### src/pkg/scp_pkg.sv
// Package with register map, field positions and timing constants of the sync control block.
package scp_pkg;
  // ****************************************************************
  // Register map (byte addresses)
  // ****************************************************************
  localparam logic [7:0] ADDR_CTRL    = 8'h00;
  localparam logic [7:0] ADDR_STATUS  = 8'h04;
  localparam logic [7:0] ADDR_IRQ_ST  = 8'h08;
  localparam logic [7:0] ADDR_IRQ_MSK = 8'h0c;
  localparam logic [7:0] ADDR_DELAY   = 8'h10;
  localparam logic [7:0] ADDR_DIVIDE  = 8'h14;
  localparam logic [7:0] ADDR_STEP    = 8'h18;

  // ****************************************************************
  // Control field positions
  // ****************************************************************
  localparam int CTRL_LINE_POL   = 0;
  localparam int CTRL_FRAME_POL  = 1;
  localparam int CTRL_DHS_PLL    = 2;
  localparam int CTRL_SLICE_DED  = 3;
  localparam int CTRL_SLICE_EN   = 4;
  localparam int CTRL_MIDCLAMP   = 5;
  localparam int CTRL_FMT_LO     = 6;
  localparam int CTRL_WIDTH      = 8;

  // Output format modes select which data buses are used.
  localparam logic [1:0] FMT_OFF  = 2'h0;
  localparam logic [1:0] FMT_A    = 2'h1;
  localparam logic [1:0] FMT_B    = 2'h2;
  localparam logic [1:0] FMT_AB   = 2'h3;

  // Interrupt bits.
  localparam int IRQ_LINE  = 0;
  localparam int IRQ_FRAME = 1;
  localparam int IRQ_LOCK  = 2;
  localparam int IRQ_UNLK  = 3;
  localparam int IRQ_WIDTH = 4;

  // ****************************************************************
  // Reset values and timing
  // ****************************************************************
  localparam logic [CTRL_WIDTH-1:0] CTRL_RST   = 8'h00;
  localparam logic [15:0]           DELAY_RST  = 16'h0004;
  localparam logic [15:0]           DIVIDE_RST = 16'h0320;
  localparam logic [15:0]           STEP_RST   = 16'h0001;
  localparam logic [3:0]            LOCK_CNT   = 4'h8;
  localparam logic [15:0]           LOCK_TOL   = 16'h0002;
  localparam int                    DLY_DEPTH  = 16;
endpackage : scp_pkg

### src/hdl/scp_pll_core.sv
// Digital PLL core: phase accumulator oscillator, feedback divider and lock detect.
`timescale 1ns/10ps
module scp_pll_core
  import scp_pkg::*;
(
  input  wire logic        clk_sys,
  input  wire logic        rst,
  input  wire logic        syncRst,
  input  wire logic        refEdge,
  input  wire logic        hold,
  input  wire logic [15:0] divide,
  input  wire logic [15:0] step,
  output logic             fbPulse,
  output logic             locked
);
  logic [15:0] phaseAcc_r;
  logic [15:0] incr_r;
  logic [15:0] err_r;
  logic [3:0]  goodCnt_r;

  // The feedback divider counts accumulator steps; a pulse ends each line.
  // A reference edge realigns the accumulator, so lock depends on the period
  // match and not on the phase the accumulator happened to start from.
  always_ff @(posedge clk_sys or posedge rst) begin
    if (rst) begin
      phaseAcc_r <= 16'h0000;
      fbPulse    <= 1'b0;
    end else if (syncRst) begin
      phaseAcc_r <= 16'h0000;
      fbPulse    <= 1'b0;
    end else begin
      fbPulse <= 1'b0;
      if (phaseAcc_r + incr_r >= divide) begin
        phaseAcc_r <= 16'h0000;
        fbPulse    <= 1'b1;
      end else if (refEdge && !hold) begin
        phaseAcc_r <= 16'h0000;
      end else begin
        phaseAcc_r <= phaseAcc_r + incr_r;
      end
    end
  end

  // Phase detector updates only on reference edges and never while held, so
  // the last increment keeps running and frequency stays constant.
  always_ff @(posedge clk_sys or posedge rst) begin
    if (rst) begin
      incr_r    <= STEP_RST;
      err_r     <= 16'h0000;
      goodCnt_r <= 4'h0;
      locked    <= 1'b0;
    end else if (syncRst) begin
      incr_r    <= STEP_RST;
      err_r     <= 16'h0000;
      goodCnt_r <= 4'h0;
      locked    <= 1'b0;
    end else if (refEdge && !hold) begin
      err_r  <= phaseAcc_r;
      incr_r <= step;
      if (phaseAcc_r <= LOCK_TOL || phaseAcc_r >= divide - LOCK_TOL) begin
        if (goodCnt_r != LOCK_CNT) goodCnt_r <= goodCnt_r + 4'h1;
        else locked <= 1'b1;
      end else begin
        goodCnt_r <= 4'h0;
        locked    <= 1'b0;
      end
    end
  end
endmodule : scp_pll_core

### src/hdl/scp_sync_ctrl.sv
// Sync, slicer, lock and output-enable control pins with an APB register file.
//
// Function
// - Line sync feeds PLL, polarity programmable.
// - Frame sync polarity is programmable.
// - Display line sync: delayed input or divider.
// - Slicer source selectable, output only when enabled.
// - Dedicated input clamped only inside clamp window.
// - Hold freezes detector, keeps last increment.
// - Bus driven when enable low and used.
// - Clock outputs ignore the output enable.
// - Synchronous active-low reset on master clock.
// - Midlevel clamp on channel 1 floats slicer.
// - Hold makes PLL ignore line sync edges.
//
// The register addresses and register access over APB were chosen for this implementation.
`timescale 1ns/10ps
module scp_sync_ctrl
  import scp_pkg::*;
(
  input  wire logic        clk_sys,
  input  wire logic        rst,
  input  wire logic        psel,
  input  wire logic        penable,
  input  wire logic        pwrite,
  input  wire logic [7:0]  paddr,
  input  wire logic [31:0] pwdata,
  output logic      [31:0] prdata,
  output logic             pready,
  output logic             pslverr,
  input  wire logic        chipReset_n,
  input  wire logic        line_sync_in,
  input  wire logic        frame_sync_in,
  input  wire logic        ext_clamp_window,
  input  wire logic        phase_detector_hold,
  input  wire logic        ch1SliceCmp,
  input  wire logic        dedSliceCmp,
  input  wire logic        outEnable_n,
  input  wire logic        scanEnable,
  output logic             display_line_sync,
  output logic             compSyncOut,
  output logic             compSyncOe,
  output logic             dedClampEn,
  output logic             lockOut,
  output logic             busAOe,
  output logic             busBOe,
  output logic             pixClkOe,
  output logic             irq
);
  // ****************************************************************
  // Input synchronisers
  // ****************************************************************
  localparam int NSYNC = 8;
  logic [NSYNC-1:0] pinIn;
  logic [NSYNC-1:0] meta_r;
  logic [NSYNC-1:0] sync_r;
  assign pinIn = {scanEnable, outEnable_n, dedSliceCmp, ch1SliceCmp, phase_detector_hold,
                  ext_clamp_window, frame_sync_in, line_sync_in};

  genvar gi;
  generate
    for (gi = 0; gi < NSYNC; gi++) begin : g_sync
      always_ff @(posedge clk_sys or posedge rst) begin
        if (rst) begin
          meta_r[gi] <= 1'b0;
          sync_r[gi] <= 1'b0;
        end else begin
          meta_r[gi] <= pinIn[gi];
          sync_r[gi] <= meta_r[gi];
        end
      end
    end
  endgenerate

  logic lineS, frameS, clampS, holdS, ch1S, dedS, oeNS;
  assign {oeNS, dedS, ch1S, holdS, clampS, frameS, lineS} = sync_r[6:0];
  // Scan enable is sampled but has no effect in functional logic; it must stay low.

  // Chip reset pin: synchronised, then acts only at a clock edge.
  logic rstnMeta_r;
  logic rstnSync_r;
  logic syncRst;
  always_ff @(posedge clk_sys or posedge rst) begin
    if (rst) begin
      rstnMeta_r <= 1'b0;
      rstnSync_r <= 1'b0;
    end else begin
      rstnMeta_r <= chipReset_n;
      rstnSync_r <= rstnMeta_r;
    end
  end
  assign syncRst = !rstnSync_r;

  // ****************************************************************
  // Register file
  // ****************************************************************
  logic [CTRL_WIDTH-1:0] ctrl_r;
  logic [15:0]           delay_r;
  logic [15:0]           divide_r;
  logic [15:0]           step_r;
  logic [IRQ_WIDTH-1:0]  irqSt_r;
  logic [IRQ_WIDTH-1:0]  irqMsk_r;
  logic                  wrAcc;
  logic                  rdAcc;
  assign wrAcc = psel && penable && pwrite;
  assign rdAcc = psel && !penable && !pwrite;

  function automatic logic addrOk(input logic [7:0] a);
    addrOk = a == ADDR_CTRL || a == ADDR_STATUS || a == ADDR_IRQ_ST || a == ADDR_IRQ_MSK
          || a == ADDR_DELAY || a == ADDR_DIVIDE || a == ADDR_STEP;
  endfunction : addrOk

  always_ff @(posedge clk_sys or posedge rst) begin
    if (rst) begin
      ctrl_r   <= CTRL_RST;
      delay_r  <= DELAY_RST;
      divide_r <= DIVIDE_RST;
      step_r   <= STEP_RST;
      irqMsk_r <= '0;
    end else if (syncRst) begin
      ctrl_r   <= CTRL_RST;
      delay_r  <= DELAY_RST;
      divide_r <= DIVIDE_RST;
      step_r   <= STEP_RST;
      irqMsk_r <= '0;
    end else if (wrAcc) begin
      case (paddr)
        ADDR_CTRL:    ctrl_r   <= pwdata[CTRL_WIDTH-1:0];
        ADDR_IRQ_MSK: irqMsk_r <= pwdata[IRQ_WIDTH-1:0];
        ADDR_DELAY:   delay_r  <= pwdata[15:0];
        ADDR_DIVIDE:  divide_r <= pwdata[15:0];
        ADDR_STEP:    step_r   <= pwdata[15:0];
        default: ;
      endcase
    end
  end

  // Answer in the setup cycle so every access completes on its first access edge.
  logic locked;
  always_ff @(posedge clk_sys or posedge rst) begin
    if (rst) begin
      prdata  <= 32'h0000_0000;
      pready  <= 1'b0;
      pslverr <= 1'b0;
    end else begin
      pready  <= psel && !penable;
      pslverr <= psel && !penable && !addrOk(paddr);
      if (rdAcc) begin
        case (paddr)
          ADDR_CTRL:    prdata <= {24'h000000, ctrl_r};
          ADDR_STATUS:  prdata <= {27'h0, oeNS, holdS, frameS, lineS, locked};
          ADDR_IRQ_ST:  prdata <= {28'h0, irqSt_r};
          ADDR_IRQ_MSK: prdata <= {28'h0, irqMsk_r};
          ADDR_DELAY:   prdata <= {16'h0000, delay_r};
          ADDR_DIVIDE:  prdata <= {16'h0000, divide_r};
          ADDR_STEP:    prdata <= {16'h0000, step_r};
          default:      prdata <= 32'h0000_0000;
        endcase
      end
    end
  end

  // ****************************************************************
  // Sync polarity and edges
  // ****************************************************************
  logic lineAct, frameAct, lineAct_r, frameAct_r, lineEdge, frameEdge;
  assign lineAct  = lineS ^ ctrl_r[CTRL_LINE_POL];
  assign frameAct = frameS ^ ctrl_r[CTRL_FRAME_POL];
  always_ff @(posedge clk_sys or posedge rst) begin
    if (rst) begin
      lineAct_r  <= 1'b0;
      frameAct_r <= 1'b0;
    end else begin
      lineAct_r  <= lineAct;
      frameAct_r <= frameAct;
    end
  end
  assign lineEdge  = lineAct && !lineAct_r;
  assign frameEdge = frameAct && !frameAct_r;

  logic fbPulse;
  scp_pll_core u_pll (
    .clk_sys (clk_sys),
    .rst     (rst),
    .syncRst (syncRst),
    .refEdge (lineEdge),
    .hold    (holdS),
    .divide  (divide_r),
    .step    (step_r),
    .fbPulse (fbPulse),
    .locked  (locked)
  );

  // ****************************************************************
  // Display line sync
  // ****************************************************************
  logic [DLY_DEPTH-1:0] dly_r;
  always_ff @(posedge clk_sys or posedge rst) begin
    if (rst) begin
      dly_r <= '0;
    end else begin
      dly_r <= {dly_r[DLY_DEPTH-2:0], lineAct};
    end
  end

  logic dhsNxt;
  assign dhsNxt = ctrl_r[CTRL_DHS_PLL] ? fbPulse : dly_r[delay_r[3:0]];

  // ****************************************************************
  // Slicer, lock and output enables
  // ****************************************************************
  logic useA, useB, midClamp, sliceNxt;
  assign midClamp = ctrl_r[CTRL_MIDCLAMP];
  assign sliceNxt = ctrl_r[CTRL_SLICE_DED] ? dedS : ch1S;
  assign useA = ctrl_r[CTRL_FMT_LO +: 2] == FMT_A || ctrl_r[CTRL_FMT_LO +: 2] == FMT_AB;
  assign useB = ctrl_r[CTRL_FMT_LO +: 2] == FMT_B || ctrl_r[CTRL_FMT_LO +: 2] == FMT_AB;

  always_ff @(posedge clk_sys or posedge rst) begin
    if (rst) begin
      display_line_sync <= 1'b0;
      compSyncOut       <= 1'b0;
      compSyncOe        <= 1'b0;
      dedClampEn        <= 1'b0;
      lockOut           <= 1'b0;
      busAOe            <= 1'b0;
      busBOe            <= 1'b0;
      pixClkOe          <= 1'b0;
    end else begin
      display_line_sync <= dhsNxt;
      compSyncOut       <= sliceNxt;
      compSyncOe        <= ctrl_r[CTRL_SLICE_EN] && !midClamp;
      dedClampEn        <= ctrl_r[CTRL_SLICE_DED] && clampS;
      lockOut           <= locked;
      busAOe            <= !oeNS && useA;
      busBOe            <= !oeNS && useB;
      pixClkOe          <= 1'b1;
    end
  end

  // ****************************************************************
  // Interrupts
  // ****************************************************************
  logic [IRQ_WIDTH-1:0] irqEv;
  logic                 locked_r;
  always_ff @(posedge clk_sys or posedge rst) begin
    if (rst) locked_r <= 1'b0;
    else locked_r <= locked;
  end
  assign irqEv = {!locked && locked_r, locked && !locked_r, frameEdge, lineEdge};

  // Set wins over a write-one clear in the same cycle.
  always_ff @(posedge clk_sys or posedge rst) begin
    if (rst) begin
      irqSt_r <= '0;
    end else if (syncRst) begin
      irqSt_r <= '0;
    end else begin
      irqSt_r <= (irqSt_r & ~((wrAcc && paddr == ADDR_IRQ_ST) ? pwdata[IRQ_WIDTH-1:0] : '0))
                 | irqEv;
    end
  end

  always_ff @(posedge clk_sys or posedge rst) begin
    if (rst) irq <= 1'b0;
    else irq <= |(irqSt_r & irqMsk_r);
  end
endmodule : scp_sync_ctrl

### config.mk
export PLATFORM = sky130hd
export DESIGN_NAME = scp_sync_ctrl
export DESIGN_NICKNAME = d
export VERILOG_FILES = /design/src/pkg/scp_pkg.sv /design/src/hdl/scp_pll_core.sv /design/src/hdl/scp_sync_ctrl.sv
export SDC_FILE = /design/constraint.sdc
export NUM_CORES = 1
export LEC_CHECK = 0
export BUFFER_PORTS_ARGS = -buffer_cell sky130_fd_sc_hd__clkbuf_2
export CAP_MARGIN = 5
export CORE_UTILIZATION = 45
export CTS_CLUSTER_SIZE = 12
export DETAILED_ROUTE_END_ITERATION = 10
export PLACE_DENSITY_LB_ADDON = 0.12
export REMOVE_ABC_BUFFERS = 1
export SYNTH_ARGS = -nofsm -noshare
export SYNTH_HDL_FRONTEND = slang
export SYNTH_SLANG_ARGS = --single-unit
export TNS_END_PERCENT = 10
### constraint.sdc
create_clock -name clk_sys -period 5.8 [get_ports clk_sys]
set_input_delay 0.58 -clock clk_sys [delete_from_list [all_inputs] [get_ports clk_sys]]
set_output_delay 0.58 -clock clk_sys [all_outputs]
set_load 0.01 [all_outputs]
Word level (Yosys, flattened, before mapping)
Cells that the tools add are included.
{"block": "op_classes", "magnitude_cmp": 4, "bitwise_logic": 6, "addsub": 3, "eq_ne": 19, "n_reduce_logical": 43, "mux": 37}
{"op": "$mux 16", "count": 14}
{"op": "$pmux 16 s7", "count": 1}
{"op": "$mux 4", "count": 9}
{"op": "$ge 16x16->1", "count": 2}
{"op": "$eq 8x5->1 const B", "count": 3}
{"op": "$mux 8", "count": 3}
{"op": "$add 16x16->16", "count": 1}
{"op": "$eq 8x4->1 const B", "count": 2}
{"op": "$le 16x2->1 const B", "count": 1}
{"op": "$sub 16x2->16 const B", "count": 1}
{"op": "$logic_and 1x1->1", "count": 15}
{"op": "$ne 2x1->1 const B", "count": 7}
{"op": "$reduce_and 2->1", "count": 7}
{"op": "$logic_not 1->1", "count": 10}
{"op": "$logic_or 1x1->1", "count": 9}
{"op": "$mux 1", "count": 9}
{"op": "$and 4x4->4", "count": 2}
{"op": "$eq 8x3->1 const B", "count": 1}
{"op": "$logic_not 8->1", "count": 1}
{"op": "$ne 3x3->1 const B", "count": 2}
{"op": "$lt 4x5->1 const B", "count": 1}
{"op": "$add 4x1->4 const B", "count": 1}
{"op": "$bmux 1 s4", "count": 1}
{"op": "$eq 2x2->1 const B", "count": 2}
{"op": "other kinds (6)", "count": 7}
{"block": "word_totals", "ff_bits": 179, "out_inout_bits": 43}

Longest topological paths before layout
{"block": "depth", "depth_word": 9, "ltp_mapped": 16, "mapped_depth_nobuf": 16}

By module
Synthesis repeated with hierarchy kept, for this count alone.
{"block": "hier_totals", "cells_unflattened": 803, "area_unflattened_um2": 8604.5}
{"module": "scp_sync_ctrl", "cells_each": 462, "area_per_inst_um2": 5454.0, "instances": 1}
{"module": "scp_pll_core", "cells_each": 341, "area_per_inst_um2": 3150.5, "instances": 1}

Worst setup path after synthesis
OpenSTA, ideal clock, no wires.
{"block": "synth_timing", "path_type": "register to register", "from": "register u_pll.incr_r[0]", "to": "register u_pll.phaseAcc_r[13]", "arrival_time_ns": 3.461, "path_stages_with_launch": 17, "path_slack_ns": 2.271, "synth_period_minus_slack_ns": 3.529, "cell_sequence": "dfstp_2 -> ha_1 -> inv_1 -> fa_1 -> nor2b_1 -> o211ai_1 -> a21oi_1 -> o2111ai_1 -> a21boi_0 -> nor2b_1 -> ha_1 -> o21ai_0 -> nor2_1 -> a2111o_1 -> a41oi_1 -> clkbuf_1 -> and4_1"}
{"block": "synth_between", "elab_chain_len": 4}
{"element": "start, declared", "line_no": "scp_pll_core.sv:17", "rtl": "logic [15:0] incr_r;"}
{"element": "start signal, assigned", "line_no": "scp_pll_core.sv:59", "rtl": "incr_r <= step;"}
{"element": "$add 16x16->16 (*)", "line_no": "scp_pll_core.sv:33, scp_pll_core.sv:39"}
{"element": "$ge 16x16->1 or $mux 16 (tied branches)", "line_no": "scp_pll_core.sv:33, scp_pll_core.sv:36"}
{"element": "$mux 16 (*)", "line_no": "scp_pll_core.sv:33", "rtl": "if (phaseAcc_r + incr_r >= divide) begin"}
{"element": "$mux 16 (*)", "line_no": "scp_pll_core.sv:28", "rtl": "end else if (syncRst) begin"}
{"element": "end signal, assigned", "line_no": "scp_pll_core.sv:39", "rtl": "phaseAcc_r <= phaseAcc_r + incr_r;"}
{"element": "end, declared", "line_no": "scp_pll_core.sv:16", "rtl": "logic [15:0] phaseAcc_r;"}
Mark *: on every way between the ends. The rest lies on a longest branch, timed or not.
A chain may end at the register's enable or synchronous reset.

Worst setup path after layout
{"block": "layout_timing", "from": "register u_pll.incr_r[4]", "to": "register u_pll.phaseAcc_r[14]"}
Same word-level chain as after synthesis.

==> metrics.md <==
| Metric | Value |
|---|---|
| Outcome | `finished, final reports clean` |
| Worst-path cell chain | `ha_1 -> a21oi_1 -> o21ai_0 -> a2111oi_2 -> nor4_1 -> a221oi_1 -> nand2_1 -> ha_1 -> nand4_1 -> inv_1 -> a2111o_1 -> a41oi_1 -> buf_4 -> nand3_1 -> nor3b_1` |
| Yosys warning total | `0` |
| Critical Path Most Common Cell | `ha_1` |
| Worst-path clk slew | `0.07 ns` |
| I/O Pins | `97` |
| CP Capture Type | `register` |
| Core Rows | `slightly below 50` |
| CTS H-Tree Depth | `4` |
| Clk Latency, worst-skew pair | `0.42 ns` |
| Die area | `18900 sq um` |
| Drt initial violations | `approximately 560` |
| Global-route wire length before repair | `between 30 and 40 mm` |
| Synth async-reset ratio | `1.00` |
| Worst endpoint data arrival time | `4.85 ns` |
| DRT Pass-1 Iters | `8` |
| Width of the die | `between 100 and 150 microns` |
| CP Capture Point | `u_pll.phaseAcc_r[14]$_DFF_PP0_` |
| CP max FO | `12` |
| Final net count | `1006` |
| CTS tree | `built` |
| Bufs and invs on worst path | `2` |
| CP required | `6.12 ns` |
| R2R Path Start | `u_pll.incr_r[4]$_DFFE_PP0P_` |
| Final worst path period share | `0.780` |
| Worst Setup SP | `u_pll.incr_r[4]$_DFFE_PP0P_` |
| Setup violations, final | `0` |
| Number of fill cells | `between 1500 and 2000` |
| Post-synth EDFFs | `0` |
| IO Port Bufs | `63` |
| Max IR drop VDD | `around 210 uV` |
| Layout cells sized above 1 | `0.141` |
| Reg2Reg Depth | `15` |
| Die Y | `138 microns` |
| Area contributors post-synth | `dfrtp_1 (47%), ha_1 (7.6%), nand2_1 (7.4%)` |
| Vias in the first global route | `6473` |
| Worst Hold Class | `in2reg` |
| CTS Buf Count | `17` |
| Max cap viols | `0` |
| Worst reg2reg path endpoint | `u_pll.phaseAcc_r[14]$_DFF_PP0_` |
| Routability Congestion | `0.864` |
| CP Launch Type | `register` |
| Syn-to-layout area delta | `12.5%` |
| Minimum clock period | `4.52 ns` |
| Root buffer cell | `clkbuf_16` |
| Synth Instances | `around 850` |
| FF+latch count, synth | `162` |
| Unrepaired setup endpoints after global routing | `no` |
| Worst slew pin tran | `1.05 ns` |
| Pleak | `roughly 0.0042 uW` |
| CTS resizes | `0` |
| Setup Skew | `0.00710 ns` |
| Hold_buf cts | `0` |
| Clock Sinks | `approximately 160` |
| Placed insts | `1111` |
| Drt total wl | `21.0 mm` |
| Crit path max-delay family | `compound AO/OA/AOI/OAI gates` |
| Largest net degree at the start of global routing | `105` |
| Slew Viols, Final | `0` |
| Wirelength per Cell | `~18 microns` |
| Crit-path slowest cell | `a2111oi_2` |
| Routed Antenna Nets | `0` |
| CP peak stage delay | `between 0.5 and 0.6 ns` |
| Vias per cell | `5.80` |
| Slew margin rel. | `0.295` |
| Final hold vios | `0` |
| Initial antenna violation count | `0` |
| Top FF cell, synth | `dfrtp_1` |
| Netlist area before placement | `8270 sq um` |
| GRT overflow | `0` |
| Postcts setup bufs | `0` |
| HPWL after DPL | `between 10 and 15 mm` |
| Via count | `6624` |
| Stages on the worst setup path | `15` |
| Area leader, netlist | `dfrtp_1` |
| DRC errors left | `0` |
| Max Buffers Root-to-Sink | `2` |
| Setup_tns | `0 ns` |
| Post-route non-filler standard cell count | `1143` |
| GRT Total Usage | `0.238` |
| Core area | `18000 sq um` |
| Avg Synthesized Cell Area | `between 9 and 10 sq um` |
| Reg2reg setup slack | `1.28 ns` |
| Setup CP Type | `reg2reg` |
| Diode count | `0` |
| Share of Yosys cell area claimed by the top area cell type | `0.472` |
| Power Density | `289 nW/um^2` |
| Distinct cell type count after synthesis | `between 60 and 70` |
| Register area share after synthesis | `0.491` |
| Max Clk Rate | `roughly 220 MHz` |
| Starting Density | `0.460` |
==> kinds of logic (layout without fill, tap and decap cells) <==
logic type	count (synthesis)	in the layout	synth area share
compound gates	186	186	0.142
xor+xnor	26	26	0.0275
fa+ha+maj	51	51	0.0781
buf+inv	88	135	0.0502
flops	162	162	0.491
mux	15	15	0.0266
other cells	2	17	0.000908
simple gates	322	322	0.184
==> report_power, final <==
part           switching, uW  internal, uW  leakage [uW]
Clock                    483           648      0.000283
Sequential              28.5          1170       0.00214
Combinational            240           125       0.00174
==> Yosys cell counts, types with 3 or more instances <==
master    number
a211oi_1       9
a21boi_0       4
a21o_1         3
a21oi_1       91
a221oi_1       6
a222oi_1      16
a31oi_1        8
a41oi_1        3
and2_1         4
and3_1         3
and4_1        13
buf_2          8
buf_4         18
clkbuf_1      30
dfrtp_1      156
dfstp_2        6
ha_1          50
inv_1         30
mux2_2         6
mux2i_1        4
mux4_2         5
nand2_1      164
nand2b_1       6
nand3_1       46
nand4_1        5
nor2_1        37
nor2b_1       12
nor3_1         9
nor4_1         6
o211ai_1       5
o21ai_0       23
or3_1          3
xnor2_1       22
xor2_1         4
==> placed cells by master (no fill, tap or decap), types with 5 or more instances in the layout <==
master	synthesis	layout
a21oi_1	91	91
nor2b_1	12	12
inv_6	0	5
o21ai_0	23	23
clkbuf_2	0	63
nand2b_1	6	6
buf_4	18	9
and4_1	13	13
a211oi_1	9	9
clkbuf_16	0	17
inv_1	30	29
nand4_1	5	5
o211ai_1	5	5
a222oi_1	16	16
mux4_2	5	5
nor3_1	9	9
a31oi_1	8	8
a221oi_1	6	6
conb_1	2	17
ha_1	50	50
dfrtp_1	156	156
nand3_1	46	46
xnor2_1	22	22
nand2_1	164	164
dfstp_2	6	6
nor2_1	37	36
mux2_2	6	6
nor4_1	6	6
==> final cells by class <==
cell class              instances  area, sq um  area share
clock buffers                  17          425      0.0457
repair buffers                 72          383      0.0412
flip-flops and latches        162         4060       0.437
well taps                     229          287      0.0308
inverters                      31          121      0.0130
multi-input cells             617         3850       0.414
clock inverters                15          173      0.0186
==> through the flow <==
step           hold slack (ns)  cell area [sq um]  utilization  power [uW]  setup slack, ns
2_1_floorplan            0.331               8030            -        1420            0.853
3_3_place_gp             0.332               8710        0.485        1560             1.46
3_5_place_dp             0.336               8710        0.485        1580             1.29
4_1_cts                  0.247               9300        0.518        2710             1.28
5_1_grt                  0.242               9300        0.518        2810            0.917
6_report                 0.264               9300        0.518        2690             1.28
==> worst min path at each step <==
stage / from / end / slack, ns / cells past startpoint
2_1_floorplan: meta_r[4]$_DFF_PP0_ / ch1S$_DFF_PP0_ / 0.33 / 0
3_3_place_gp: meta_r[6]$_DFF_PP0_ / oeNS$_DFF_PP0_ / 0.33 / 0
3_5_place_dp: meta_r[1]$_DFF_PP0_ / frameS$_DFF_PP0_ / 0.34 / 0
4_1_cts: ext_clamp_window / meta_r[2]$_DFF_PP0_ / 0.25 / 1
5_1_grt: ch1SliceCmp / meta_r[4]$_DFF_PP0_ / 0.24 / 1
6_report: ch1SliceCmp / meta_r[4]$_DFF_PP0_ / 0.26 / 1
==> state kept, by name, indices dropped and copies added (netlist names), 4 cells and up <==
signal,count
ctrl_r,8
delay_r,16
divide_r,16
dly_r,16
irqMsk_r,4
irqSt_r,4
meta_r,7
prdata,16
step_r,16
u_pll.goodCnt_r,4
u_pll.incr_r,16
u_pll.phaseAcc_r,16
==> layer usage <==
layer | wire length (microns) | track usage | vias up
li1 | - | - | 3102
met1 | 9660 | 0.336 | 3249
met2 | 9720 | 0.365 | 240
met3 | 1200 | 0.0438 | 33
met4 | 374 | 0.0836 | 0
met5 | 0 | 0 | -
Note: power is estimated with default switching activity, not from simulation.
